**src/inc/pcrs_params.svh**
```systemverilog
`ifndef PCRS_PARAMS_SVH
`define PCRS_PARAMS_SVH

// ----------------------------------------
// Widths
// ----------------------------------------
`define PCRS_PC_W 13
`define PCRS_LOW_W 8
`define PCRS_LATCH_W 5
`define PCRS_LIT_W 11
`define PCRS_DEPTH 8
`define PCRS_SP_W 3

// ----------------------------------------
// Register byte offsets
// ----------------------------------------
`define PCRS_ADDR_LOW 4'h0
`define PCRS_ADDR_LATCH 4'h4

// ----------------------------------------
// Reset values and fixed addresses
// ----------------------------------------
`define PCRS_PC_RST 13'h0000
`define PCRS_LATCH_RST 5'h00
`define PCRS_SP_RST 3'h0
`define PCRS_VECTOR 13'h0004
`define PCRS_RDATA_RST 32'h0000_0000

`endif

```
**src/inc/pcrs_pkg.sv**
```systemverilog
package pcrs_pkg;

    // ----------------------------------------
    // Bus handshake states
    // ----------------------------------------
    typedef enum logic [0:0] {
        PCRS_BUS_IDLE,
        PCRS_BUS_ACK
    } pcrs_bus_state_t;

    // ----------------------------------------
    // Counter load source; the top sets the priority, not this order
    // ----------------------------------------
    typedef enum logic [2:0] {
        PCRS_OP_HOLD,
        PCRS_OP_INC,
        PCRS_OP_WRLOW,
        PCRS_OP_GOTO,
        PCRS_OP_CALL,
        PCRS_OP_RET,
        PCRS_OP_VEC
    } pcrs_op_t;

endpackage

```
**src/verilog/pcrs_top.sv**
```systemverilog
// Chosen here: the Avalon-MM slave port and the register addresses.
`timescale 1ns/1ps
`include "pcrs_params.svh"

// Notes on behaviour
// - The program counter is thirteen bits wide.
// - Its low eight bits form a byte register that software can read and write.
// - Bits twelve to eight cannot be read or written directly; a low byte write loads them from the latch.
// - Any reset clears the whole program counter.
// - A write to the low byte loads that byte and copies all five latch bits to the top.
// - A jump or call takes its two top bits from latch bits four and three.
// - A return stack holds eight saved counter values of thirteen bits each.
// - The stack and its pointer are outside every address space and invisible to software.
// - A call or an interrupt vector pushes the counter onto the stack.
// - A return pops the stack into the counter.
// - Pushes and pops never change the latch.
// - The stack is circular, so the ninth push overwrites the first.
// - Stack overflow and underflow raise no flag of any kind.
// - The stack moves only through calls, returns and vectoring, never by command.

module pcrs_top (
    input wire logic CLK,
    input wire logic SYS_RST,
    input wire logic [3:0] AVS_ADDRESS,
    input wire logic AVS_READ,
    input wire logic AVS_WRITE,
    input wire logic [31:0] AVS_WRITEDATA,
    input wire logic [3:0] AVS_BYTEENABLE,
    output logic [31:0] AVS_READDATA,
    output logic AVS_WAITREQUEST,
    input wire logic INC_STB,
    input wire logic GOTO_STB,
    input wire logic CALL_STB,
    input wire logic RET_STB,
    input wire logic VEC_STB,
    input wire logic [`PCRS_LIT_W-1:0] LIT_ADDR,
    output logic [`PCRS_PC_W-1:0] PC_OUT
);

    // ----------------------------------------
    // State
    // ----------------------------------------
    logic [`PCRS_PC_W-1:0] pc_ff;
    logic [`PCRS_PC_W-1:0] nxt_pc;
    logic [`PCRS_LATCH_W-1:0] latch_ff;
    logic [`PCRS_LATCH_W-1:0] nxt_latch;
    pcrs_pkg::pcrs_op_t op;
    logic wr_low;
    logic wr_latch;
    logic push;
    logic pop;
    logic [`PCRS_PC_W-1:0] pop_data;
    logic [`PCRS_SP_W-1:0] sp;
    logic [`PCRS_PC_W-1:0] jump_target;

    // ----------------------------------------
    // Register bus
    // ----------------------------------------

    // Only the low byte and the latch are mapped; the stack pointer never is
    pcrs_bus_slave u_bus (
        .clk(CLK),
        .rst(SYS_RST),
        .address(AVS_ADDRESS),
        .read(AVS_READ),
        .write(AVS_WRITE),
        .writedata(AVS_WRITEDATA),
        .byteenable(AVS_BYTEENABLE),
        .low_val(pc_ff[`PCRS_LOW_W-1:0]),
        .latch_val(latch_ff),
        .readdata(AVS_READDATA),
        .waitrequest(AVS_WAITREQUEST),
        .wr_low(wr_low),
        .wr_latch(wr_latch)
    );

    // ----------------------------------------
    // Load source selection
    // ----------------------------------------

    // Vectoring beats every instruction; a bus write to the low byte loses to every
    // instruction but an increment in the same cycle, since the core owns the counter first
    always_comb begin
        op = pcrs_pkg::PCRS_OP_HOLD;
        if (VEC_STB) begin
            op = pcrs_pkg::PCRS_OP_VEC;
        end else if (CALL_STB) begin
            op = pcrs_pkg::PCRS_OP_CALL;
        end else if (GOTO_STB) begin
            op = pcrs_pkg::PCRS_OP_GOTO;
        end else if (RET_STB) begin
            op = pcrs_pkg::PCRS_OP_RET;
        end else if (wr_low) begin
            op = pcrs_pkg::PCRS_OP_WRLOW;
        end else if (INC_STB) begin
            op = pcrs_pkg::PCRS_OP_INC;
        end
    end

    // Long jumps only reach within the 2K page picked by the latch
    assign jump_target = {latch_ff[4:3], LIT_ADDR};

    // Stack moves only as a side effect of these three sources
    assign push = (op == pcrs_pkg::PCRS_OP_CALL) || (op == pcrs_pkg::PCRS_OP_VEC);
    assign pop = (op == pcrs_pkg::PCRS_OP_RET);

    // ----------------------------------------
    // Return stack
    // ----------------------------------------

    // No status leaves the stack: pointer wrap is silent by design
    pcrs_stack u_stack (
        .clk(CLK),
        .rst(SYS_RST),
        .push(push),
        .pop(pop),
        .push_data(pc_ff),
        .pop_data(pop_data),
        .sp(sp)
    );

    // ----------------------------------------
    // Program counter and latch
    // ----------------------------------------

    // Next counter value; the upper bits have no bus path of their own
    always_comb begin
        nxt_pc = pc_ff;
        case (op)
            pcrs_pkg::PCRS_OP_VEC: begin
                nxt_pc = `PCRS_VECTOR;
            end
            pcrs_pkg::PCRS_OP_CALL: begin
                nxt_pc = jump_target;
            end
            pcrs_pkg::PCRS_OP_GOTO: begin
                nxt_pc = jump_target;
            end
            pcrs_pkg::PCRS_OP_RET: begin
                nxt_pc = pop_data;
            end
            pcrs_pkg::PCRS_OP_WRLOW: begin
                // Table crossing a 256-byte block still uses the stale latch
                nxt_pc = {latch_ff, AVS_WRITEDATA[`PCRS_LOW_W-1:0]};
            end
            pcrs_pkg::PCRS_OP_INC: begin
                nxt_pc = pc_ff + `PCRS_PC_W'(1);
            end
            default: begin
                nxt_pc = pc_ff;
            end
        endcase
    end

    // Latch follows software only; stack traffic leaves it alone
    always_comb begin
        nxt_latch = latch_ff;
        if (wr_latch) begin
            nxt_latch = AVS_WRITEDATA[`PCRS_LATCH_W-1:0];
        end
    end

    always_ff @(posedge CLK) begin
        if (SYS_RST) begin
            pc_ff <= `PCRS_PC_RST;
            latch_ff <= `PCRS_LATCH_RST;
        end else begin
            pc_ff <= nxt_pc;
            latch_ff <= nxt_latch;
        end
    end

    assign PC_OUT = pc_ff;
endmodule

```
**src/verilog/pcrs_stack.sv**
```systemverilog
`timescale 1ns/1ps
`include "pcrs_params.svh"

module pcrs_stack (
    input wire logic clk,
    input wire logic rst,
    input wire logic push,
    input wire logic pop,
    input wire logic [`PCRS_PC_W-1:0] push_data,
    output logic [`PCRS_PC_W-1:0] pop_data,
    output logic [`PCRS_SP_W-1:0] sp
);

    logic [`PCRS_PC_W-1:0] mem_ff [`PCRS_DEPTH];
    logic [`PCRS_SP_W-1:0] sp_ff;
    logic [`PCRS_SP_W-1:0] nxt_sp;

    // Pointer wraps freely: no overflow or underflow is ever flagged
    always_comb begin
        nxt_sp = sp_ff;
        if (push) begin
            nxt_sp = sp_ff + `PCRS_SP_W'(1);
        end else if (pop) begin
            nxt_sp = sp_ff - `PCRS_SP_W'(1);
        end
    end

    always_ff @(posedge clk) begin
        if (rst) begin
            sp_ff <= `PCRS_SP_RST;
        end else begin
            sp_ff <= nxt_sp;
        end
    end

    // One entry per slot; a push overwrites whatever the slot held
    genvar gi;
    generate
        for (gi = 0; gi < `PCRS_DEPTH; gi = gi + 1) begin : g_entry
            logic [`PCRS_PC_W-1:0] nxt_entry;
            always_comb begin
                nxt_entry = mem_ff[gi];
                if (push && sp_ff == `PCRS_SP_W'(gi)) begin
                    nxt_entry = push_data;
                end
            end
            always_ff @(posedge clk) begin
                if (rst) begin
                    mem_ff[gi] <= `PCRS_PC_RST;
                end else begin
                    mem_ff[gi] <= nxt_entry;
                end
            end
        end
    endgenerate

    // Top of stack is the slot below the pointer, wrapping on an empty stack
    assign pop_data = mem_ff[sp_ff - `PCRS_SP_W'(1)];
    assign sp = sp_ff;
endmodule

```
**src/verilog/pcrs_bus_slave.sv**
```systemverilog
`timescale 1ns/1ps
`include "pcrs_params.svh"

module pcrs_bus_slave (
    input wire logic clk,
    input wire logic rst,
    input wire logic [3:0] address,
    input wire logic read,
    input wire logic write,
    input wire logic [31:0] writedata,
    input wire logic [3:0] byteenable,
    input wire logic [`PCRS_LOW_W-1:0] low_val,
    input wire logic [`PCRS_LATCH_W-1:0] latch_val,
    output logic [31:0] readdata,
    output logic waitrequest,
    output logic wr_low,
    output logic wr_latch
);

    pcrs_pkg::pcrs_bus_state_t state_ff;
    pcrs_pkg::pcrs_bus_state_t nxt_state;
    logic wait_ff;
    logic nxt_wait;
    logic [31:0] rdata_ff;
    logic [31:0] nxt_rdata;

    // Every access answers one cycle after it appears; read data is captured then
    always_comb begin
        nxt_state = state_ff;
        nxt_wait = 1'b1;
        nxt_rdata = rdata_ff;
        case (state_ff)
            pcrs_pkg::PCRS_BUS_IDLE: begin
                if (read || write) begin
                    nxt_state = pcrs_pkg::PCRS_BUS_ACK;
                    nxt_wait = 1'b0;
                    nxt_rdata = `PCRS_RDATA_RST; // Unmapped and upper bits read zero
                    if (read && address == `PCRS_ADDR_LOW) begin
                        nxt_rdata[`PCRS_LOW_W-1:0] = low_val;
                    end else if (read && address == `PCRS_ADDR_LATCH) begin
                        nxt_rdata[`PCRS_LATCH_W-1:0] = latch_val;
                    end
                end
            end
            pcrs_pkg::PCRS_BUS_ACK: begin
                nxt_state = pcrs_pkg::PCRS_BUS_IDLE;
            end
            default: begin
                nxt_state = pcrs_pkg::PCRS_BUS_IDLE;
            end
        endcase
    end

    always_ff @(posedge clk) begin
        if (rst) begin
            state_ff <= pcrs_pkg::PCRS_BUS_IDLE;
            wait_ff <= 1'b1;
            rdata_ff <= `PCRS_RDATA_RST;
        end else begin
            state_ff <= nxt_state;
            wait_ff <= nxt_wait;
            rdata_ff <= nxt_rdata;
        end
    end

    // Writes land at the edge where the master sees waitrequest low
    assign wr_low = write && !wait_ff && byteenable[0] && address == `PCRS_ADDR_LOW;
    assign wr_latch = write && !wait_ff && byteenable[0] && address == `PCRS_ADDR_LATCH;
    assign readdata = rdata_ff;
    assign waitrequest = wait_ff;

endmodule

```
**config.mk**
```make
export PLATFORM = sky130hd
export DESIGN_NAME = pcrs_top
export DESIGN_NICKNAME = d
export VERILOG_FILES = /design/src/inc/pcrs_pkg.sv /design/src/verilog/pcrs_top.sv /design/src/verilog/pcrs_stack.sv /design/src/verilog/pcrs_bus_slave.sv
export VERILOG_INCLUDE_DIRS = /design/src /design/src/inc
export SDC_FILE = /design/constraint.sdc
export NUM_CORES = 1
export LEC_CHECK = 0
export ABC_AREA = 1
export ABC_CLOCK_PERIOD_IN_PS = 3700
export BUFFER_PORTS_ARGS = -buffer_cell sky130_fd_sc_hd__buf_4
export CAP_MARGIN = 30
export CORE_ASPECT_RATIO = 0.6
export CORE_MARGIN = 4
export CORE_UTILIZATION = 44
export CTS_CLUSTER_SIZE = 24
export DETAILED_ROUTE_END_ITERATION = 10
export GPL_ROUTABILITY_DRIVEN = 0
export GPL_TIMING_DRIVEN = 0
export HOLD_SLACK_MARGIN = 0.03
export RECOVER_POWER = 50
export SLEW_MARGIN = 10
export SYNTH_ARGS = -nofsm -noshare
export SYNTH_HDL_FRONTEND = slang
export SYNTH_SLANG_ARGS = --single-unit
```
**constraint.sdc**
```tcl
create_clock -name CLK -period 3.7 [get_ports CLK]
set_input_delay 0.37 -clock CLK [delete_from_list [all_inputs] [get_ports CLK]]
set_output_delay 0.37 -clock CLK [all_outputs]
set_load 0.03 [all_outputs]
```
## Word-level counts from Yosys, hierarchy flattened

Memories as Yosys holds them, arrays and structs flattened.
Index checks and enable logic that the tools add are counted.

| operators by class | value |
|---|---|
| add/subtract/negate cells | 3 |
| equality and inequality tests | 22 |
| muxes and demuxes | 34 |
| bitwise logic cells | 9 |
| reductions and logical operators | 32 |

Operator list:

| operator | count |
|---|---|
| $mux 13 | 16 |
| $pmux 13 s5 | 1 |
| $eq 3x3->1 const B | 7 |
| $mux 3 | 7 |
| $reduce_and 2->1 | 9 |
| $logic_and 1x1->1 | 14 |
| $add 13x1->13 const B | 1 |
| $eq 3x2->1 const B | 4 |
| $mux 5 | 2 |
| $ne 1x1->1 const B | 8 |
| $or 1x1->1 | 8 |
| $eq 3x1->1 const B | 2 |
| $mux 1 | 6 |
| $reduce_bool 5->1 | 1 |
| $eq 4x3->1 const B | 1 |
| $logic_not 4->1 | 1 |
| $reduce_or 2->1 | 2 |
| $add 3x1->3 const B | 1 |
| $logic_not 3->1 | 1 |
| $sub 3x1->3 const B | 1 |
| $logic_or 1x1->1 | 2 |
| $mux 2 | 1 |
| $pmux 1 s2 | 1 |
| $reduce_bool 2->1 | 1 |
| other kinds (2) | 2 |

| word-level totals | value |
|---|---|
| bits in registers | 31 |
| memory bits (writable) | 104 |
| input port bits | 60 |
| logic and storage cells | 107 |
| memories kept | 1 |

Memories:

| memory | words | bits a word | read ports | clocked after Yosys merged registers in | wr ports | RTL line | RTL |
|---|---|---|---|---|---|---|---|
| u_stack.mem_ff | 8 | 13 | 1 | 0 | 8 | pcrs_stack.sv:14 | `` logic [`PCRS_PC_W-1:0] mem_ff [`PCRS_DEPTH]; `` |

## Depth between registers and ports, before layout

Gate-level depths: netlist of the first run.

| logic depth | value |
|---|---|
| depth after elaboration | 15 |
| mapped depth | 14 |
| mapped depth without buffers | 11 |

## Cells and area by module

Synthesis of the first run repeated with hierarchy kept, for this count alone.

| second synthesis, totals | value |
|---|---|
| cells, all modules | 987 |
| area total of the unflattened synthesis | 7,701.1 um2 |

By module, submodules not included:

| module | times used | cells each | area each (um2) |
|---|---|---|---|
| pcrs_stack | 1 | 635 | 5,489.0 |
| pcrs_top | 1 | 254 | 1,478.9 |
| pcrs_bus_slave | 1 | 98 | 733.2 |

## Worst setup path after synthesis of the first run

Ideal clock, no wire load.

| path | value |
|---|---|
| kind | register to register |
| start | register u_stack.sp_ff[0] (netlist: u_stack.sp[0]) |
| end | memory u_stack.mem_ff[4][0] (netlist name), enable pin |
| setup time | 0.401 ns |
| arrival | 2.020 ns |
| slack | 1.279 ns |
| stages on the path, launching flop included | 7 |
| period minus slack after synthesis | 2.421 ns |
| cell sequence | dfxtp_1 > buf_2 > inv_2 > buf_2 > ha_1 > nand2_1 > o21ai_0 |

RTL lines:

| element | RTL line | RTL |
|---|---|---|
| start: declaration | pcrs_stack.sv:15 | `` logic [`PCRS_SP_W-1:0] sp_ff; `` |
| start signal: assignment | pcrs_stack.sv:30 | `` sp_ff <= `PCRS_SP_RST; `` |
| start signal: assignment | pcrs_stack.sv:32 | `sp_ff <= nxt_sp;` |
| end: declaration | pcrs_stack.sv:14 |  |

## Final worst setup path of the first run

| path | value |
|---|---|
| start | register u_stack.sp_ff[0] (netlist: u_stack.sp[0]) |
| end | register pc_ff[12] (netlist: PC_OUT[12]) |

| on the way | value |
|---|---|
| word-level cells in the longest chain between the ends | 3 |

Ends and longest elaborated chain:

| element | RTL line | RTL |
|---|---|---|
| $sub 3x1->3 | pcrs_stack.sv:58 | `` assign pop_data = mem_ff[sp_ff - `PCRS_SP_W'(1)]; `` |
| $mem_v2 8x13 | - |  |
| $pmux 13 s5 | pcrs_top.sv:129 | `case (op)` |
| end signal: assignment | pcrs_top.sv:165 | `` pc_ff <= `PCRS_PC_RST; `` |
| end signal: assignment | pcrs_top.sv:168 | `pc_ff <= nxt_pc;` |
| end: declaration | pcrs_top.sv:43 | `` logic [`PCRS_PC_W-1:0] pc_ff; `` |

No other way between the ends.
A chain may end at the register's enable or synchronous reset.

==> results of run 1 <==
==> state kept, by name, indices dropped and copies added (netlist names) <==
name	flops
latch_ff	5
PC_OUT	13
u_bus.state_ff	1
u_stack.sp	3
u_bus.readdata	8
u_bus.waitrequest	1
u_stack.mem_ff	104
==> stage by stage <==
stage	hold slack [ps]	area, um^2	utilization, %	setup slack (ps)
2_1_floorplan	439	6890	-	1280
3_3_place_gp	485	7540	51.0	336
3_5_place_dp	487	7590	51.3	771
4_1_cts	134	8230	55.6	765
5_1_grt	224	8120	54.9	348
6_report	207	8120	54.9	490
==> how the worst max path moves through the flow <==
stage	startpoint	endpoint	depth (start not counted)	slack, ps
final	u_stack.sp[0]	PC_OUT[12]	12	490
after global placement	u_stack.sp[0]	u_stack.mem_ff[4][7]	6	340
after global routing	u_stack.sp[0]	PC_OUT[7]	14	350
after CTS	u_stack.sp[0]	PC_OUT[12]	12	760
after detailed placement	u_stack.sp[0]	PC_OUT[7]	13	770
after floorplan	u_stack.sp[0]	u_stack.mem_ff[4][0]	6	1280
==> cell type report <==
type                    count  area (um^2)
well taps                 198          248
fillers                  1368         6680
flip-flops and latches    135         3740
clock inverters            13          204
inverters                  45          169
clock buffers              19          433
repair buffers             58          353
plain buffers              66          372
multi-input cells         554         2600
==> where the power goes <==
part	internal (mW)	switching [mW]
clock network	1.19	0.664
registers	1.73	0.0434
logic	0.186	0.474
==> synthesized netlist by cell type, drive strengths merged <==
master	n
xor2	11
dfxtp	31
a21oi	30
o211ai	5
a22oi	1
inv	36
nand2	148
buf	52
edfxtp	104
clkbuf	14
nand3b	1
a21boi	1
conb	1
nand4	9
o22ai	3
nor3	5
nand3	112
nor2	170
clkinv	9
o21ai	25
ha	8
xnor2	1
==> cell families after synthesis <==
| kind of cell | share of synthesized area (%) |
|---|---|
| AO/OA/AOI/OAI | 5.20 |
| adder cells (fa/ha/maj) | 1.47 |
| AND/OR/NAND/NOR | 28.3 |
| buffers and inverters | 8.09 |
| flip-flops | 55.0 |
| XOR/XNOR | 1.82 |
| other | 0.0551 |
==> worst register-to-register path: stages, from the launching register on <==
cell      delay [ps]
dfxtp_1          400
buf_2            260
inv_2            160
clkbuf_1         310
ha_1             380
buf_4            200
clkbuf_1         590
nand3_1          160
nand3_1          150
a21boi_1         220
nand4_1          140
nand2_1           90
inv_1             50
==> per-layer routing <==
metal  routed length, um  global-route usage, %  vias to the layer above
met2                8560                   32.6                      384
li1                    -                      -                     2739
met1                9790                   36.0                     2833
met5                   0                      0                        -
met4                 344                   6.60                        0
met3                2530                   7.48                       38
==> results.sh, run 1 <==
export IMPL_status="finished, violations left"
export IMPL_violations="max-capacitance violations, max-slew violations"
export IMPL_clock_fmax_ghz=0.312
export IMPL_critical_path_max_stage_delay_ps=590
export IMPL_crit_required_ps=4020
export IMPL_fp_dieW_um=169
export IMPL_holdPathEnd="latch_ff[0]"
export IMPL_min_period_over_period_pct=86.7
export IMPL_cts_sinks=135
export IMPL_r2r_worst_path_cells=12
export IMPL_critPathSlowestCell="clkbuf_1"
export IMPL_drtIter0Drc=737
export IMPL_num_antenna_cells=0
export IMPL_ir_drop_v=0.000273
export IMPL_rows=34
export IMPL_first_global_vias=5702
export IMPL_route_detailed_drc=0
export IMPL_final_common_cell="nor2_1"
export IMPL_crit_chain="buf_2 > inv_2 > clkbuf_1 > ha_1 > buf_4 > clkbuf_1 > nand3_1 > nand3_1 > a21boi_1 > nand4_1 > nand2_1 > inv_1"
export IMPL_cts_setup_buffers=0
export IMPL_min_path_cells=3
export IMPL_rsz0062_at_grt="no"
export IMPL_drive_above_1_share_pct=14.5
export IMPL_fin_cells=1088
export IMPL_cts_resized=0
export IMPL_synth_distinct_cells=32
export IMPL_p_total_mw=4.29
export IMPL_r2r_slack_ps=490
export IMPL_power_leakage_nw=3.28
export IMPL_critical_path_top_delay_family="buffers and inverters"
export IMPL_yosys_area_top_type="edfxtp_1"
export IMPL_ys_ff_latch=135
export IMPL_fin_skew_ps=11.4
export IMPL_synth_area_top_cells="edfxtp_1, dfxtp_1, nor2_1"
export IMPL_final_cell_mix="nor2_1, nand2_1, nand3_1"
export IMPL_ys_warn_count=0
export IMPL_r2r_end="PC_OUT[12]"
export IMPL_worstSetupPathType="flop to flop"
export IMPL_wire_per_inst_um=19.5
export IMPL_overflow=0
export IMPL_power_density_nw_per_um2=528
export IMPL_die_height_um=104
export IMPL_cts_root_buf="clkbuf_16"
export IMPL_period_needed_ps=3210
export IMPL_io_pins=106
export IMPL_grt_max_degree=17
export IMPL_drt_total_wl_um=21200
export IMPL_cts_inserted_buffers=17
export IMPL_viasPerCell=5.51
export IMPL_via_count=5994
export IMPL_max_slew_worst_pin_slew_ps=2380
export IMPL_critical_path_endpoint_type="flop"
export IMPL_cts_tree="built"
export IMPL_finalSetupTns_ps=0
export IMPL_syn_area_um2=6800
export IMPL_max_slew_margin_rel_pct=-60.2
export IMPL_finalHoldViolCount=0
export IMPL_hp_class="input port to flop"
export IMPL_grt_pass1_wl_um=31800
export IMPL_cp_max_fo=12
export IMPL_cap_viol_max_count=1
export IMPL_r2r_start="u_stack.sp[0]"
export IMPL_path_buf_inv=6
export IMPL_ys_seq_area_share_pct=55.0
export IMPL_fin_nets=945
export IMPL_worstSkewPairLatency_ps=420
export IMPL_placed_cells=1056
export IMPL_htree_levels=4
export IMPL_clkTransAtPathRegs_ps=60
export IMPL_setup_viol=0
export IMPL_antenna_found_initial=0
export IMPL_first_pass_iters=8
export IMPL_initial_core_util_pct=46.0
export IMPL_grt_usage_pct=23.8
export IMPL_synthCells=777
export IMPL_syn_avg_cell_area_um2=8.76
export IMPL_portBuffers=54
export IMPL_drv_slew=14
export IMPL_dp_hpwl_um=15700
export IMPL_ant_nets=0
export IMPL_die_area_um2=17600
export IMPL_synth_top_area_share_pct=45.9
export IMPL_hp_start="AVS_WRITEDATA[0]"
export IMPL_cts_hold_buf=0
export IMPL_area_delta_synth_final_pct=19.4
export IMPL_worst_setup_path_start_kind="flop"
export IMPL_cts_buffer_depth=2
export IMPL_arrival_ps=3520
export IMPL_fp_coreArea_um2=14800
Power figures use the tool's default switching activity.
==> inputs of run 2 (changes only) <==
- CORE_UTILIZATION: 44 -> 50
- CTS_CLUSTER_SIZE: 24 -> 40
- PLACE_DENSITY: unset -> 0.72
==> results.sh, run 2 (synthesis gave the netlist of run 1 again) <==
export IMPL_io_pins=106
export IMPL_grt_max_degree=17
export IMPL_die_area_um2=15600
export IMPL_status="complete, no violations"
export IMPL_arrival_ps=3500
export IMPL_rows=32
export IMPL_fillCellCount=1161
export IMPL_clock_fmax_ghz=0.315
export IMPL_final_cell_mix="nor2_1, nand2_1, nand3_1"
export IMPL_worst_setup_path_start_kind="flop"
export IMPL_viasPerCell=5.54
export IMPL_num_antenna_cells=0
export IMPL_rsz0062_at_grt="no"
export IMPL_first_global_vias=5357
export IMPL_grt_usage_pct=26.0
export IMPL_finalHoldViolCount=0
export IMPL_hp_start="SYS_RST"
export IMPL_max_slew_margin_rel_pct=4.99
export IMPL_final_common_cell="nor2_1"
export IMPL_dp_hpwl_um=14700
export IMPL_hp_class="input port to flop"
export IMPL_cts_root_buf="clkbuf_16"
export IMPL_crit_required_ps=4020
export IMPL_startpoint="u_stack.sp[0]"
export IMPL_min_period_over_period_pct=85.8
export IMPL_portBuffers=54
export IMPL_fin_nets=944
export IMPL_wire_per_inst_um=18.7
export IMPL_cts_setup_buffers=0
export IMPL_overflow=0
export IMPL_cts_buffer_depth=2
export IMPL_clkTransAtPathRegs_ps=60
export IMPL_power_leakage_nw=3.27
export IMPL_via_count=5872
export IMPL_cts_hold_buf=0
export IMPL_timing_hold_ws_ps=189
export IMPL_drive_above_1_share_pct=14.7
export IMPL_drv_slew=0
export IMPL_setup_viol=0
export IMPL_fp_coreArea_um2=13100
export IMPL_critical_path_endpoint_type="flop"
export IMPL_fin_skew_ps=8.63
export IMPL_p_total_mw=4.08
export IMPL_max_slew_worst_pin_slew_ps=1410
export IMPL_fp_dieW_um=159
export IMPL_largest_reg_flops=104
export IMPL_r2r_start="u_stack.sp[0]"
export IMPL_worstSetupPathType="flop to flop"
export IMPL_cap_viol_max_count=0
export IMPL_power_density_nw_per_um2=509
export IMPL_cts_sinks=135
export IMPL_drtIter0Drc=797
export IMPL_htree_levels=4
export IMPL_worstSkewPairLatency_ps=420
export IMPL_cts_tree="built"
export IMPL_finalSetupTns_ps=0
export IMPL_period_needed_ps=3170
export IMPL_first_pass_iters=6
export IMPL_regMostFlops="u_stack.mem_ff"
export IMPL_ir_drop_v=0.000326
export IMPL_initial_core_util_pct=52.0
export IMPL_grt_pass1_wl_um=30300
export IMPL_die_height_um=98.4
export IMPL_ant_nets=0
export IMPL_drt_total_wl_um=19800
export IMPL_antenna_found_initial=0
export IMPL_route_detailed_drc=0
export IMPL_area_delta_synth_final_pct=17.7
export IMPL_cts_resized=0
export IMPL_cp_max_fo=12
export IMPL_cts_inserted_buffers=17
[run 2: critical path: stages (launching register included)]
cell	delay, ps
dfxtp_1	370
buf_2	260
inv_2	150
clkbuf_1	310
ha_1	390
buf_4	200
clkbuf_1	530
nand3_1	190
nand3_1	140
a21boi_1	260
nand4_1	140
nand2_1	80
inv_1	40
[run 2: metrics by stage]
step / utilization (%) / std cells / worst slack (ps) / area [um^2]
2_1_floorplan: - / 800 / 1280 / 6890
3_3_place_gp: 57.3 / 1024 / 249 / 7510
3_5_place_dp: 57.6 / 1027 / 832 / 7540
4_1_cts: 62.0 / 1059 / 796 / 8120
5_1_grt: 61.2 / 1059 / 344 / 8010
6_report: 61.2 / 1059 / 525 / 8010
[run 2: report_power, final]
group          total (mW)  switching [mW]  internal (mW)
clock network        1.66           0.667          0.996
logic               0.650           0.466          0.184
registers            1.77          0.0398           1.73
[run 2: final timing paths]
path,endpoint,slack [ps],cells past startpoint
hold / removal,u_stack.sp[1],190,2
setup reg to reg,PC_OUT[12],530,12
hold reg to reg,u_bus.readdata[2],500,2
setup / recovery,PC_OUT[12],530,12
[run 2: per-layer routing]
layer	part of all wire, %	GRT usage (%)
met1	46	41.2
met2	39	33.3
met3	14	9.83
met4	1.0	4.91
met5	0.31	3.17
[run 2: cell type report]
cell class / instances / area (um^2) / area share (%)
flip-flops and latches: 135 / 3740 / 46.7
multi-input cells: 554 / 2600 / 32.4
clock buffers: 23 / 522 / 6.51
plain buffers: 66 / 372 / 4.64
repair buffers: 57 / 338 / 4.22
well taps: 170 / 213 / 2.66
inverters: 45 / 169 / 2.11
clock inverters: 9 / 58.8 / 0.734
